**src/countdown_timer_pkg.sv**
```systemverilog
// constants, enums and structs of the cascadable countdown timer
package countdown_timer_pkg;

  // ---------------------------------------------------------------
  // register indices (byte address is four times the index)
  // ---------------------------------------------------------------
  localparam logic [9:0] IDX_CONTROL     = 10'h01e;
  localparam logic [9:0] IDX_RELOAD_HIGH = 10'h01f;
  localparam logic [9:0] IDX_RELOAD_LOW  = 10'h020;
  localparam logic [9:0] IDX_COUNT_HIGH  = 10'h021;
  localparam logic [9:0] IDX_COUNT_LOW   = 10'h022;
  localparam logic [9:0] IDX_IRQ_STATUS  = 10'h030;
  localparam logic [9:0] IDX_IRQ_MASK    = 10'h031;
  localparam logic [9:0] IDX_COMMAND     = 10'h032;

  // ---------------------------------------------------------------
  // field positions and reset values
  // ---------------------------------------------------------------
  localparam int         CTL_STOP_RX_BIT = 7;
  localparam int         CTL_START_LSB   = 4;
  localparam int         CTL_RESTART_BIT = 3;
  localparam int         CTL_SRC_LSB     = 0;
  localparam logic [7:0] CTL_WRITE_MASK  = 8'hbb;
  localparam logic [7:0] CTL_RESET       = 8'h00;
  localparam logic [7:0] RELOAD_RESET    = 8'h00;
  localparam int         IRQ_W           = 2;
  localparam int         IRQ_UFLOW_BIT   = 0;
  localparam int         IRQ_TRIM_BIT    = 1;
  localparam logic [1:0] IRQ_RESET       = 2'h0;
  localparam int         CMD_START_BIT   = 0;
  localparam int         CMD_STOP_BIT    = 1;
  localparam int         CMD_RUNNING_BIT = 0;

  // ---------------------------------------------------------------
  // enumerations
  // ---------------------------------------------------------------
  typedef enum logic [1:0] {
    START_NONE     = 2'b00,
    START_TX_END   = 2'b01,
    TRIM_NO_UFLOW  = 2'b10,
    TRIM_UFLOW     = 2'b11
  } start_mode_e;

  typedef enum logic [1:0] {
    SRC_FAST    = 2'b00,
    SRC_BITRATE = 2'b01,
    SRC_SIB0    = 2'b10,
    SRC_SIB1    = 2'b11
  } source_e;

  typedef enum logic [1:0] {
    ST_IDLE  = 2'b00,
    ST_ARMED = 2'b01,
    ST_RUN   = 2'b10
  } state_e;

  // ---------------------------------------------------------------
  // structs
  // ---------------------------------------------------------------
  typedef struct packed {
    logic tx_end;
    logic rx_first_bits;
    logic tick_fast;
    logic tick_bitrate;
    logic sib0_uflow;
    logic sib1_uflow;
    logic trim_edge;
  } events_s;

  typedef struct packed {
    state_e           state;
    logic [7:0]       control;
    logic [7:0]       reload_hi;
    logic [7:0]       reload_lo;
    logic [15:0]      count;
    logic [IRQ_W-1:0] irq_status;
    logic [IRQ_W-1:0] irq_mask;
    logic [31:0]      prdata;
    logic             pslverr;
    logic             underflow;
  } state_s;

  localparam state_s STATE_RESET = '0;

endpackage : countdown_timer_pkg

```
**src/cascadable_countdown_timer.sv**
```systemverilog
// cascadable 16-bit countdown timer with apb registers and interrupt
//
// Overview of operation
// - with stop_on_receive set, the timer halts at once when the first 4 received bits are in.
// - stop_on_receive has no effect while a trimming mode is selected.
// - auto_start_select 00b never starts the timer from a transmission event.
// - auto_start_select 01b loads the reload value and starts at end of transmission.
// - codes 10b and 11b trim the oscillator between positive edges, 10b without underflow.
// - with reload_on_underflow set, the counter reloads and keeps counting at zero, except in trim mode 10b, where it stops at zero.
// - with reload_on_underflow clear, the counter stops at zero until a new start.
// - every underflow sets the underflow_flag.
// - source 00b counts the fast clock ticks and 01b the bit-rate clock ticks.
// - source 10b counts first sibling underflows and 11b second sibling underflows.
// - each start event loads the counter with the 16-bit reload value.
// - reload byte writes do not touch a running count, only the next start or underflow reload.
// - the live count reads as a read-only high byte and low byte.
`timescale 1ns/1ps

module cascadable_countdown_timer (
  input  wire logic                         i_mclk,
  input  wire logic                         i_rst,
  input  wire logic                         i_psel,
  input  wire logic                         i_penable,
  input  wire logic                         i_pwrite,
  input  wire logic [11:0]                  i_paddr,
  input  wire logic [31:0]                  i_pwdata,
  input  wire logic [3:0]                   i_pstrb,
  output logic      [31:0]                  o_prdata,
  output logic                              o_pready,
  output logic                              o_pslverr,
  input  wire countdown_timer_pkg::events_s i_events,
  output logic                              o_underflow,
  output logic                              o_running,
  output logic                              o_irq
);

  // ---------------------------------------------------------------
  // state
  // ---------------------------------------------------------------
  countdown_timer_pkg::state_s s_reg;
  countdown_timer_pkg::state_s s_next;

  // ---------------------------------------------------------------
  // helpers
  // ---------------------------------------------------------------
  // word-aligned hit on a register index
  function automatic logic reg_hit(
    input logic [11:0] addr,
    input logic [9:0]  idx
  );
    reg_hit = (addr[11:2] == idx) && (addr[1:0] == 2'b00);
  endfunction : reg_hit

  function automatic logic mapped(input logic [11:0] addr);
    mapped = reg_hit(addr, countdown_timer_pkg::IDX_CONTROL)
           | reg_hit(addr, countdown_timer_pkg::IDX_RELOAD_HIGH)
           | reg_hit(addr, countdown_timer_pkg::IDX_RELOAD_LOW)
           | reg_hit(addr, countdown_timer_pkg::IDX_COUNT_HIGH)
           | reg_hit(addr, countdown_timer_pkg::IDX_COUNT_LOW)
           | reg_hit(addr, countdown_timer_pkg::IDX_IRQ_STATUS)
           | reg_hit(addr, countdown_timer_pkg::IDX_IRQ_MASK)
           | reg_hit(addr, countdown_timer_pkg::IDX_COMMAND);
  endfunction : mapped

  // ---------------------------------------------------------------
  // combinational next state
  // ---------------------------------------------------------------
  countdown_timer_pkg::start_mode_e mode;
  countdown_timer_pkg::source_e     src;
  logic                             trim;
  logic                             tick;
  logic                             wr;
  logic                             setup;
  logic                             sw_start;
  logic                             sw_stop;
  logic [15:0]                      reload_value;
  logic [countdown_timer_pkg::IRQ_W-1:0] irq_set;
  logic [countdown_timer_pkg::IRQ_W-1:0] irq_clr;
  logic [7:0]                       rbyte;

  always_comb begin
    s_next       = s_reg;
    s_next.underflow = 1'b0;
    irq_set      = '0;
    irq_clr      = '0;
    rbyte        = 8'h00;
    mode         = countdown_timer_pkg::start_mode_e'(
                     s_reg.control[countdown_timer_pkg::CTL_START_LSB +: 2]);
    src          = countdown_timer_pkg::source_e'(
                     s_reg.control[countdown_timer_pkg::CTL_SRC_LSB +: 2]);
    trim         = (mode == countdown_timer_pkg::TRIM_NO_UFLOW)
                 | (mode == countdown_timer_pkg::TRIM_UFLOW);
    reload_value = {s_reg.reload_hi, s_reg.reload_lo};
    // writes commit only in the access cycle, on lane 0
    wr    = i_psel & i_penable & i_pwrite & i_pstrb[0];
    setup = i_psel & ~i_penable;
    sw_start = wr & reg_hit(i_paddr, countdown_timer_pkg::IDX_COMMAND)
             & i_pwdata[countdown_timer_pkg::CMD_START_BIT];
    sw_stop  = wr & reg_hit(i_paddr, countdown_timer_pkg::IDX_COMMAND)
             & i_pwdata[countdown_timer_pkg::CMD_STOP_BIT];

    // count source selection
    case (src)
      countdown_timer_pkg::SRC_FAST:    tick = i_events.tick_fast;
      countdown_timer_pkg::SRC_BITRATE: tick = i_events.tick_bitrate;
      countdown_timer_pkg::SRC_SIB0:    tick = i_events.sib0_uflow;
      countdown_timer_pkg::SRC_SIB1:    tick = i_events.sib1_uflow;
      default:                          tick = 1'b0;
    endcase

    // -------------------------------------------------------------
    // timer sequencing
    // -------------------------------------------------------------
    case (s_reg.state)
      countdown_timer_pkg::ST_IDLE: begin
        if (sw_start) begin
          if (trim) begin
            // trimming waits for the first positive edge
            s_next.state = countdown_timer_pkg::ST_ARMED;
          end else begin
            s_next.count = reload_value;
            s_next.state = countdown_timer_pkg::ST_RUN;
          end
        end else if ((mode == countdown_timer_pkg::START_TX_END)
                     && i_events.tx_end) begin
          // only code 01b reacts to tx_end
          s_next.count = reload_value;
          s_next.state = countdown_timer_pkg::ST_RUN;
        end
      end

      countdown_timer_pkg::ST_ARMED: begin
        if (sw_stop || !trim) begin
          s_next.state = countdown_timer_pkg::ST_IDLE;
        end else if (i_events.trim_edge) begin
          s_next.count = reload_value;
          s_next.state = countdown_timer_pkg::ST_RUN;
        end
      end

      countdown_timer_pkg::ST_RUN: begin
        if (sw_stop) begin
          s_next.state = countdown_timer_pkg::ST_IDLE;
        end else if (trim && i_events.trim_edge) begin
          // second edge ends the measurement, count is kept
          s_next.state = countdown_timer_pkg::ST_IDLE;
          irq_set[countdown_timer_pkg::IRQ_TRIM_BIT] = 1'b1;
        end else if (!trim
                     && s_reg.control[countdown_timer_pkg::CTL_STOP_RX_BIT]
                     && i_events.rx_first_bits) begin
          // trimming masks the receive stop
          s_next.state = countdown_timer_pkg::ST_IDLE;
        end else if (tick) begin
          if (s_reg.count != 16'h0000) begin
            s_next.count = s_reg.count - 16'h0001;
          end else if (mode == countdown_timer_pkg::TRIM_NO_UFLOW) begin
            // no underflow allowed: stop at zero silently
            s_next.state = countdown_timer_pkg::ST_IDLE;
          end else begin
            s_next.underflow = 1'b1;
            irq_set[countdown_timer_pkg::IRQ_UFLOW_BIT] = 1'b1;
            if (s_reg.control[countdown_timer_pkg::CTL_RESTART_BIT]) begin
              s_next.count = reload_value;
            end else begin
              s_next.state = countdown_timer_pkg::ST_IDLE;
            end
          end
        end
      end

      default: begin
        s_next.state = countdown_timer_pkg::ST_IDLE;
      end
    endcase

    // -------------------------------------------------------------
    // register writes
    // -------------------------------------------------------------
    if (wr && reg_hit(i_paddr, countdown_timer_pkg::IDX_CONTROL)) begin
      s_next.control = i_pwdata[7:0] & countdown_timer_pkg::CTL_WRITE_MASK;
    end
    // reload bytes are only sampled at a start event or an underflow reload
    if (wr && reg_hit(i_paddr, countdown_timer_pkg::IDX_RELOAD_HIGH)) begin
      s_next.reload_hi = i_pwdata[7:0];
    end
    if (wr && reg_hit(i_paddr, countdown_timer_pkg::IDX_RELOAD_LOW)) begin
      s_next.reload_lo = i_pwdata[7:0];
    end
    if (wr && reg_hit(i_paddr, countdown_timer_pkg::IDX_IRQ_MASK)) begin
      s_next.irq_mask = i_pwdata[countdown_timer_pkg::IRQ_W-1:0];
    end
    if (wr && reg_hit(i_paddr, countdown_timer_pkg::IDX_IRQ_STATUS)) begin
      irq_clr = i_pwdata[countdown_timer_pkg::IRQ_W-1:0];
    end
    // set wins over a write-one clear in the same cycle
    s_next.irq_status = (s_reg.irq_status & ~irq_clr) | irq_set;

    // -------------------------------------------------------------
    // read data, captured in the setup cycle
    // -------------------------------------------------------------
    if (setup) begin
      if (reg_hit(i_paddr, countdown_timer_pkg::IDX_CONTROL)) begin
        rbyte = s_reg.control;
      end else if (reg_hit(i_paddr, countdown_timer_pkg::IDX_RELOAD_HIGH)) begin
        rbyte = s_reg.reload_hi;
      end else if (reg_hit(i_paddr, countdown_timer_pkg::IDX_RELOAD_LOW)) begin
        rbyte = s_reg.reload_lo;
      end else if (reg_hit(i_paddr, countdown_timer_pkg::IDX_COUNT_HIGH)) begin
        // not coherent with the low byte while counting
        rbyte = s_reg.count[15:8];
      end else if (reg_hit(i_paddr, countdown_timer_pkg::IDX_COUNT_LOW)) begin
        rbyte = s_reg.count[7:0];
      end else if (reg_hit(i_paddr, countdown_timer_pkg::IDX_IRQ_STATUS)) begin
        rbyte = {6'h00, s_reg.irq_status};
      end else if (reg_hit(i_paddr, countdown_timer_pkg::IDX_IRQ_MASK)) begin
        rbyte = {6'h00, s_reg.irq_mask};
      end else if (reg_hit(i_paddr, countdown_timer_pkg::IDX_COMMAND)) begin
        rbyte = {7'h00, (s_reg.state != countdown_timer_pkg::ST_IDLE)};
      end
      s_next.prdata  = {24'h000000, rbyte};
      s_next.pslverr = ~mapped(i_paddr);
    end
  end

  // ---------------------------------------------------------------
  // state register
  // ---------------------------------------------------------------
  always_ff @(posedge i_mclk or posedge i_rst) begin
    if (i_rst) begin
      s_reg <= countdown_timer_pkg::STATE_RESET;
    end else begin
      s_reg <= s_next;
    end
  end

  // ---------------------------------------------------------------
  // outputs
  // ---------------------------------------------------------------
  // zero wait states: data was captured during setup
  assign o_pready    = 1'b1;
  assign o_prdata    = s_reg.prdata;
  assign o_pslverr   = s_reg.pslverr & i_psel & i_penable;
  assign o_underflow = s_reg.underflow;
  assign o_running   = (s_reg.state != countdown_timer_pkg::ST_IDLE);
  assign o_irq       = |(s_reg.irq_status & s_reg.irq_mask);

endmodule : cascadable_countdown_timer

```
**config.mk**
```make
export PLATFORM = sky130hd
export DESIGN_NAME = cascadable_countdown_timer
export DESIGN_NICKNAME = d
export VERILOG_FILES = /design/src/countdown_timer_pkg.sv /design/src/cascadable_countdown_timer.sv
export SDC_FILE = /design/constraint.sdc
export NUM_CORES = 1
export LEC_CHECK = 0
export ABC_AREA = 1
export BUFFER_PORTS_ARGS = -buffer_cell sky130_fd_sc_hd__buf_2
export CAP_MARGIN = 20
export CORE_UTILIZATION = 54
export DETAILED_ROUTE_END_ITERATION = 12
export PLACE_DENSITY = 0.81
export SLEW_MARGIN = 40
export SYNTH_ARGS = -nofsm -noshare
export SYNTH_HDL_FRONTEND = slang
export SYNTH_SLANG_ARGS = --single-unit
```
**constraint.sdc**
```tcl
create_clock -name i_mclk -period 1.8 [get_ports i_mclk]
set_input_delay 0.27 -clock i_mclk [delete_from_list [all_inputs] [get_ports i_mclk]]
set_output_delay 0.27 -clock i_mclk [all_outputs]
set_load 0.01 [all_outputs]
```
**Word-level counts from Yosys, hierarchy flattened**

Cells that the tools add are included.

- Bits in registers: 54
- Input bits: 60
- Output and inout port bits: 37
- Word-level logic and storage cells: 138

- $add $sub $neg: 1
- Eq/ne operators: 30
- Mux-type cells: 46
- Bitwise operators: 23
- Reductions and logical operators: 28

Operators with widths:

| cell | count |
|---|---|
| two-way mux 16 bit | 12 |
| equality test 10 x 6 -> 1 bit (second input constant) | 6 |
| case mux 16 bit (3 select lines) | 1 |
| two-way mux 8 bit | 5 |
| two-way mux 2 bit | 17 |
| equality test 10 x 5 -> 1 bit (second input constant) | 2 |
| logical AND 1 bit | 17 |
| nonzero test 16 bit | 1 |
| subtractor 16 x 1 -> 16 bit (second input constant) | 1 |
| != test 3 bit (second input constant) | 5 |
| != test 2 bit (second input constant) | 6 |
| AND reduction 11 bit | 1 |
| equality test 2 bit (second input constant) | 5 |
| != test 5 bit (second input constant) | 2 |
| AND 1 bit | 9 |
| two-way mux 1 bit | 9 |
| OR 1 bit | 8 |
| equality test 2 x 1 -> 1 bit (second input constant) | 3 |
| zero test 2 bit | 3 |
| != test 6 bit (second input constant) | 1 |
| case mux 2 bit (3 select lines) | 1 |
| AND reduction 5 bit | 1 |
| AND 2 bit | 2 |
| case mux 1 bit (4 select lines) | 1 |
| 8 further kinds | 9 |

**Longest topological paths before layout**

Gate-level depths: netlist of the first run.

- Depth in word-level cells: 10
- Gate-level depth with buffers: 14
- Gate-level depth less buffers: 14

**Worst setup path after synthesis of the first run**

Ideal clock, no wire load.

- Path type: register to register
- Start point: reg s_reg[44] in the netlist's numbering
- End point: reg s_reg[50] in the netlist's numbering
- Setup time: 0.116 ns
- Data arrival time: 1.529 ns
- Required time: 1.684 ns
- Slack: 0.155 ns
- Cell stages (with the launch flop): 12
- Path buffers: 1
- Period minus slack after synthesis: 1.645 ns
- Cells stage by stage: dfrtp_1 > nor2_2 > nand2_1 > nor2_1 > nand4_1 > nand2_2 > inv_2 > clkbuf_1 > nor2_1 > a31oi_1 > nand2_1 > nand2_1

- Longest elaborated chain between the ends: 7
- Elaborated cells between the ends (all ways): 11
- Classes of those cells: add/sub (1); eq/ne (2); mux (6); reduce/logical (2)

Ends and longest elaborated chain:

| element | line | RTL |
|---|---|---|
| from (decl) | cascadable_countdown_timer.sv:40 | `countdown_timer_pkg::state_s s_reg;` |
| from (signal assigned) | cascadable_countdown_timer.sv:230 | `s_reg <= countdown_timer_pkg::STATE_RESET;` |
| from (signal assigned) | cascadable_countdown_timer.sv:232 | `s_reg <= s_next;` |
| subtractor 16 x 1 -> 16 bit or nonzero test 16 bit (tied branches) | cascadable_countdown_timer.sv:155, cascadable_countdown_timer.sv:154 |  |
| two-way mux 16 bit | cascadable_countdown_timer.sv:154 | `if (s_reg.count != 16'h0000) begin` |
| two-way mux 16 bit | cascadable_countdown_timer.sv:153 | `end else if (tick) begin` |
| two-way mux 16 bit | cascadable_countdown_timer.sv:148 | `end else if (!trim` |
| two-way mux 16 bit | cascadable_countdown_timer.sv:144 | `end else if (trim && i_events.trim_edge) begin` |
| two-way mux 16 bit | cascadable_countdown_timer.sv:142 | `if (sw_stop) begin` |
| case mux 16 bit (3 select lines) | cascadable_countdown_timer.sv:114 | `case (s_reg.state)` |

Parallel ways exist; a longest one is shown, timed or not. The select of a mux whose other input is x is not followed.
A chain may end at the register's enable or synchronous reset.

**Worst setup path in the final report of the first run**

- Start point: reg s_reg[38] in the netlist's numbering
- End point: reg s_reg[53] in the netlist's numbering

Same word-level chain as after synthesis.

==> results.json, run 1 <==
{
  "status": "complete, no violations",
  "crit_arrival_ns": 1.94,
  "fin_util_pct": 68.04,
  "hpwl_um": 8186,
  "synthSimpleGateAreaFrac_pct": 33.67,
  "final_cells": 728,
  "worstSetupPathType": "flop to flop",
  "period_minus_slack_ns": 1.726,
  "finalCritPeriodShare_pct": 95.92,
  "finClkSkew_ns": 0.007447,
  "detail-route-antenna-nets": 0,
  "r2r_slack_ns": 0.07,
  "seq_area_um2": 1353,
  "p_per_area_nw_per_um2": 1381,
  "ys_seq_elements": 54,
  "multi_input_area_um2": 2039,
  "first_pass_iters": 4,
  "synthCells": 554,
  "synth_xor_area_share_pct": 2.564,
  "grt_max_degree": 35,
  "drc": 0,
  "dp_cells": 716,
  "path_clk_slew_ns": 0.10,
  "holdCritPathClass": "input port to flop",
  "power_uw": 6348,
  "slew_violations": 0,
  "io_buffers": 44,
  "rsz0062_at_grt": "yes",
  "die_h_um": 85.42,
  "finalWirelength_um": 10500,
  "cts_tree": "built",
  "synth-warning-count": 0,
  "min-delay-start": "i_pwdata[2]",
  "vdd_ir_drop_max_v": 0.0008549,
  "largest_reg_flops": 27,
  "yosys.area.top_type": "dfrtp_1",
  "synth_cell_types": 36,
  "p_leak_uw": 0.002472,
  "cp_max_fo": 17,
  "syn_avg_cell_area_um2": 6.782,
  "route.vias.total": 3889,
  "seq_area_frac_synth_pct": 35.96,
  "setup_violations": 0,
  "drive_gt1_share_pct": 25.15,
  "r2r-end": "s_reg[53]",
  "finalNetCount": 709,
  "synth_compound_area_share_pct": 11.79,
  "gr-total-overflow": 0,
  "vias_per_cell": 5.342,
  "ff2ff_path_depth": 14,
  "clock_path_buffers": 2,
  "synth.area.top_cells": "dfrtp_1, nand2_1, buf_4",
  "grt_pass1_wl_um": 16490,
  "diodes": 0,
  "synth_top_family_by_area": "simple AND/OR/NAND/NOR gates",
  "required_ns": 2.01,
  "synth-adder-area-share_pct": 0.6660,
  "cts_root_buf": "clkbuf_8",
  "die_area_um2": 7296,
  "area_growth_syn_to_layout_pct": 22.34,
  "timing.rr.start": "s_reg[38]",
  "fillers": 575,
  "tightestPinTransition_ns": 0.5026,
  "hold_violations": 0,
  "slew_headroom_pct": 66.41,
  "chipWidth_um": 85.42,
  "stdcell_area_um2": 4597,
  "cts_buffers": 5,
  "cts_max_level": 2,
  "synth.mux.area_fraction_pct": 0,
  "antenna_found_initial": 0,
  "io_pins": 97,
  "core_um2": 6756,
  "min_delay_path_depth": 3,
  "syn_area_um2": 3757,
  "grt_pass1_vias": 3605,
  "drv_cap": 0,
  "fmaxAchievable_ghz": 0.5792,
  "crit_path_start_kind": "flop",
  "synth_top_cell_area_share_pct": 35.96,
  "clk_latency_ns": 0.32,
  "placed_area_um2": 4334,
  "drtIter0Drc": 282,
  "rows": 30,
  "tns_ns": 0,
  "cts_sinks": 54,
  "critPathCaptureType": "flop",
  "routedWlPerCell_um": 14.43,
  "start_util_pct": 55.61,
  "min_to": "reload_value[2]",
  "globalplace.congestion": 0.8975,
  "grt_use_total_pct": 29.26
}
-- how the worst max path moves through the flow --
stage / startpoint / endpoint / slack (ns)
after floorplan: s_reg[44] / s_reg[50] / 0.16
after global placement: i_paddr[9] / s_reg[50] / -0.1
after detailed placement: i_paddr[9] / s_reg[53] / -0.14
after CTS: s_reg[38] / s_reg[51] / -0.01
after global routing: s_reg[38] / s_reg[43] / -0.06
final: s_reg[38] / s_reg[53] / 0.07
-- worst max-delay path, stage by stage (launching register included) --
cell and delay [ns]:
dfrtp_1 0.41, inv_2 0.09, ha_4 0.15, nand2_2 0.05, inv_2 0.06, nand2_1 0.05, nor2_1 0.10, nand4_1 0.12
nand2_1 0.10, nand2_2 0.06, nand2_4 0.09, nor2_8 0.06, buf_12 0.14, nand2_1 0.08, nand2_1 0.05
-- layout by cell type, fill, tap and decap left out, drive strengths merged --
cell type	n
nand2	153
buf	105
inv	70
nor2	69
o21ai	58
dfrtp	54
nand3	30
conb	25
nand4	16
nor3	15
a21oi	13
xor2	11
clkbuf	6
nor4	4
o211ai	4
o21bai	2
a31oi	2
clkinv	2
ha	2
a211oi	1
a21o	1
o22ai	1
or2	1
a22o	1
clkinvlp	1
dlygate4sd3	1
-- what timing repair did --
item | in CTS | in global routing
hold buffers | 1 | 0
setup buffers | 1 | 2
endpoints found under the hold margin | 20 | 0
pin swaps | 2 | 17
gates resized for setup | 3 | 39
endpoints found under the setup margin | 8 | 18
-- cells in the mapped netlist, drive strengths merged --
cell	number
a211oi	1
a21o	1
a21oi	13
a22o	1
a31oi	2
buf	38
clkbuf	5
clkinv	1
conb	2
dfrtp	54
ha	2
inv	70
nand2	153
nand3	30
nand4	16
nor2	69
nor3	15
nor4	4
o211ai	4
o21ai	58
o21bai	2
o22ai	1
or2	1
xor2	11
-- per-layer routing --
layer / global-route usage, % / part of all wire [%] / up-vias
li1: - / - / 1903
met1: 37.62 / 43 / 1821
met2: 49.82 / 49 / 143
met3: 3.794 / 5.5 / 22
met4: 12.12 / 2.6 / 0
met5: 0 / 0 / -
-- kinds of logic after synthesis --
| logic type | count (synthesis) |
|---|---|
| flip-flops | 54 |
| XOR/XNOR | 11 |
| other | 2 |
| buffers and inverters | 114 |
| AO/OA/AOI/OAI | 83 |
| adder cells (fa/ha/maj) | 2 |
| AND/OR/NAND/NOR | 288 |
-- power by group --
group	internal (uW)	total, uW	leakage, uW	switching [uW]
sequential	1360	1480	0.000741	114
clock	310	723	0.0000472	412
combinational	1740	4150	0.00168	2410
-- per-stage QoR --
step                      setup slack, ns  hold slack, ns
after global routing             -0.06116          0.2344
after detailed placement          -0.1423          0.3009
after floorplan                    0.1550          0.4184
after global placement           -0.09740          0.2952
after CTS                        -0.01322          0.2203
final                             0.07351          0.2102
-- layout make-up --
| type | count | area share (%) |
|---|---|---|
| Multi-Input combinational cell | 409 | 44.37 |
| Sequential cell | 54 | 29.42 |
| Timing Repair Buffer | 106 | 16.11 |
| Inverter | 71 | 5.852 |
| Tap cell | 80 | 2.177 |
| Clock buffer | 6 | 1.796 |
| Clock inverter | 2 | 0.2722 |
No activity file was read; power rests on OpenSTA's default activity.
==> run 2: changes to the inputs <==
--- a/config.mk
+++ b/config.mk
@@ -9,6 +9,7 @@
 export BUFFER_PORTS_ARGS = -buffer_cell sky130_fd_sc_hd__buf_2
 export CAP_MARGIN = 20
 export CORE_UTILIZATION = 54
+export CTS_BUF_LIST = sky130_fd_sc_hd__clkbuf_16
 export DETAILED_ROUTE_END_ITERATION = 12
 export PLACE_DENSITY = 0.81
 export SLEW_MARGIN = 40
==> results.json, run 2 (same netlist as run 1, synthesis figures left out) <==
{
  "status": "complete, no violations",
  "vias_per_cell": 5.495,
  "die_area_um2": 7296,
  "die_h_um": 85.42,
  "holdCritPathClass": "input port to flop",
  "finalWirelength_um": 11140,
  "clock_path_buffers": 2,
  "crit_chain": "inv_2 -> ha_4 -> nand2_2 -> inv_2 -> nand2_1 -> nor2_1 -> nand4_1 -> nand2_1 -> nand2_2 -> nand2_4 -> nor2_8 -> clkbuf_16 -> nand2_2 -> o21ai_1",
  "grt_pass1_wl_um": 16680,
  "tightestPinTransition_ns": 0.5118,
  "route.vias.total": 4011,
  "grt_pass1_vias": 3620,
  "clk_latency_ns": 0.30,
  "drc": 0,
  "p_leak_uw": 0.002506,
  "hpwl_um": 8186,
  "grt_max_degree": 35,
  "critical-path-max-stage-delay_ns": 0.41,
  "cts_root_buf": "clkbuf_16",
  "min-delay-start": "i_pwdata[2]",
  "drtIter0Drc": 371,
  "hold_violations": 0,
  "rows": 30,
  "ff2ff_path_depth": 14,
  "finalCritPeriodShare_pct": 99.53,
  "largest_reg_flops": 27,
  "area_growth_syn_to_layout_pct": 24.61,
  "path_delay_family": "simple AND/OR/NAND/NOR gates",
  "globalplace.congestion": 0.8975,
  "routedWlPerCell_um": 15.26,
  "r2r-end": "s_reg[39]",
  "rsz0062_at_grt": "yes",
  "setup_violations": 0,
  "cts_buffers": 5,
  "first_pass_iters": 5,
  "critPathCaptureType": "flop",
  "r2r_slack_ns": 0.008,
  "period_minus_slack_ns": 1.792,
  "power_uw": 6679,
  "p_per_area_nw_per_um2": 1426,
  "io_pins": 97,
  "worstSetupPathType": "flop to flop",
  "detail-route-antenna-nets": 0,
  "fillers": 554,
  "crit_path_start_kind": "flop",
  "chipWidth_um": 85.42,
  "fmaxAchievable_ghz": 0.5582,
  "finalNetCount": 711,
  "antenna_found_initial": 0,
  "core_um2": 6756,
  "gr-total-overflow": 0,
  "cts_max_level": 2,
  "start_util_pct": 55.61,
  "crit_buf_inv": 3,
  "mostFrequentLayoutCells": "nand2_1, inv_1, nor2_1, buf_4, dfrtp_1",
  "tns_ns": 0,
  "slew_headroom_pct": 65.79,
  "crit_arrival_ns": 1.98,
  "required_ns": 1.98,
  "drv_cap": 0,
  "wl_met2_um": 5505,
  "vdd_ir_drop_max_v": 0.0008249,
  "grt_use_total_pct": 29.57,
  "io_buffers": 44,
  "layout_commonest_cell": "nand2_1",
  "cp_max_fo": 8,
  "highest_layer": "met4",
  "wl_met3_um": 719,
  "slew_violations": 0,
  "path_clk_slew_ns": 0.07,
  "finClkSkew_ns": 0.006945,
  "crit_top_cell": "nand2_2",
  "cp_slowest_cell": "dfrtp_1",
  "min_delay_path_depth": 3,
  "drive_gt1_share_pct": 25.69,
  "min_to": "reload_value[2]",
  "cts_tree": "built",
  "diodes": 0,
  "wl_met1_um": 4585,
  "timing.rr.start": "s_reg[38]",
  "cts_sinks": 54
}
-- run 2: changes by cell type in the layout (fill, tap and decap cells not counted), moves of 2 or more --
| cell | change |
|---|---|
| buf_4 | +2 |
| nand3_2 | -2 |
| o21ai_1 | -2 |
| buf_6 | -2 |
| nand3_1 | +2 |
| clkbuf_16 | +7 |
| nand2_1 | -5 |
| nand2_2 | +5 |
| nor2_1 | +2 |
| o21ai_2 | +3 |
| clkbuf_8 | -6 |
-- run 2: worst reg2reg max path, stage by stage, from the launching register on --
cell and delay [ns]:
dfrtp_1 0.41, inv_2 0.10, ha_4 0.16, nand2_2 0.06, inv_2 0.06, nand2_1 0.04, nor2_1 0.12, nand4_1 0.12
nand2_1 0.10, nand2_2 0.07, nand2_4 0.10, nor2_8 0.06, clkbuf_16 0.17, nand2_2 0.05, o21ai_1 0.06
-- run 2: worst max path at each step --
stage,end,slack [ns],from,cells after the start
global placement,s_reg[50],-0.1,i_paddr[9],12
CTS,s_reg[44],0.01,s_reg[38],13
detailed placement,s_reg[53],-0.14,i_paddr[9],12
global route,s_reg[39],-0.07,s_reg[70],10
finish,s_reg[39],0.008,s_reg[38],14
floorplan,s_reg[50],0.16,s_reg[44],11
-- run 2: where the power goes --
group	internal, uW	leakage, uW	switching (uW)
sequential	1360	0.000741	120
combinational	1760	0.00170	2470
clock	510	0.0000672	453
-- run 2: final cells by class --
class	count	area (um^2)	area share [%]
inverter	71	271.5	5.799
tap	80	100.1	2.138
clock buffer	5	125.1	2.672
sequential	54	1353	28.89
timing repair buffer	108	783.3	16.73
clock inverter	3	16.27	0.3474
multi-input combinational	409	2033	43.43
-- run 2: layer usage --
layer / vias up / GRT usage, %
met5: - / 0
met3: 34 / 3.794
met1: 1892 / 38.30
met2: 180 / 50.47
met4: 0 / 11.36
li1: 1905 / -
-- run 2: timing repair --
action / 4_1_cts / 5_1_grt
gates cloned: 0 / 2
hold buffers: 1 / 0
endpoints found under the setup margin: 11 / 18
endpoints found under the hold margin: 20 / 0
setup buffers: 0 / 3
gates resized for setup: 7 / 36
pin swaps: 2 / 16
-- run 2: through the flow --
stage / setup WS [ns] / hold WS [ns] / cells / utilization [%] / cell area, um^2
2_1_floorplan: 0.1550 / 0.4184 / 577 / - / 3844
3_3_place_gp: -0.09740 / 0.2952 / 716 / 64.15 / 4334
3_5_place_dp: -0.1423 / 0.3009 / 716 / 64.15 / 4334
4_1_cts: 0.01260 / 0.2434 / 725 / 66.65 / 4503
5_1_grt: -0.07015 / 0.2654 / 730 / 69.30 / 4682
6_report: 0.008430 / 0.2319 / 730 / 69.30 / 4682
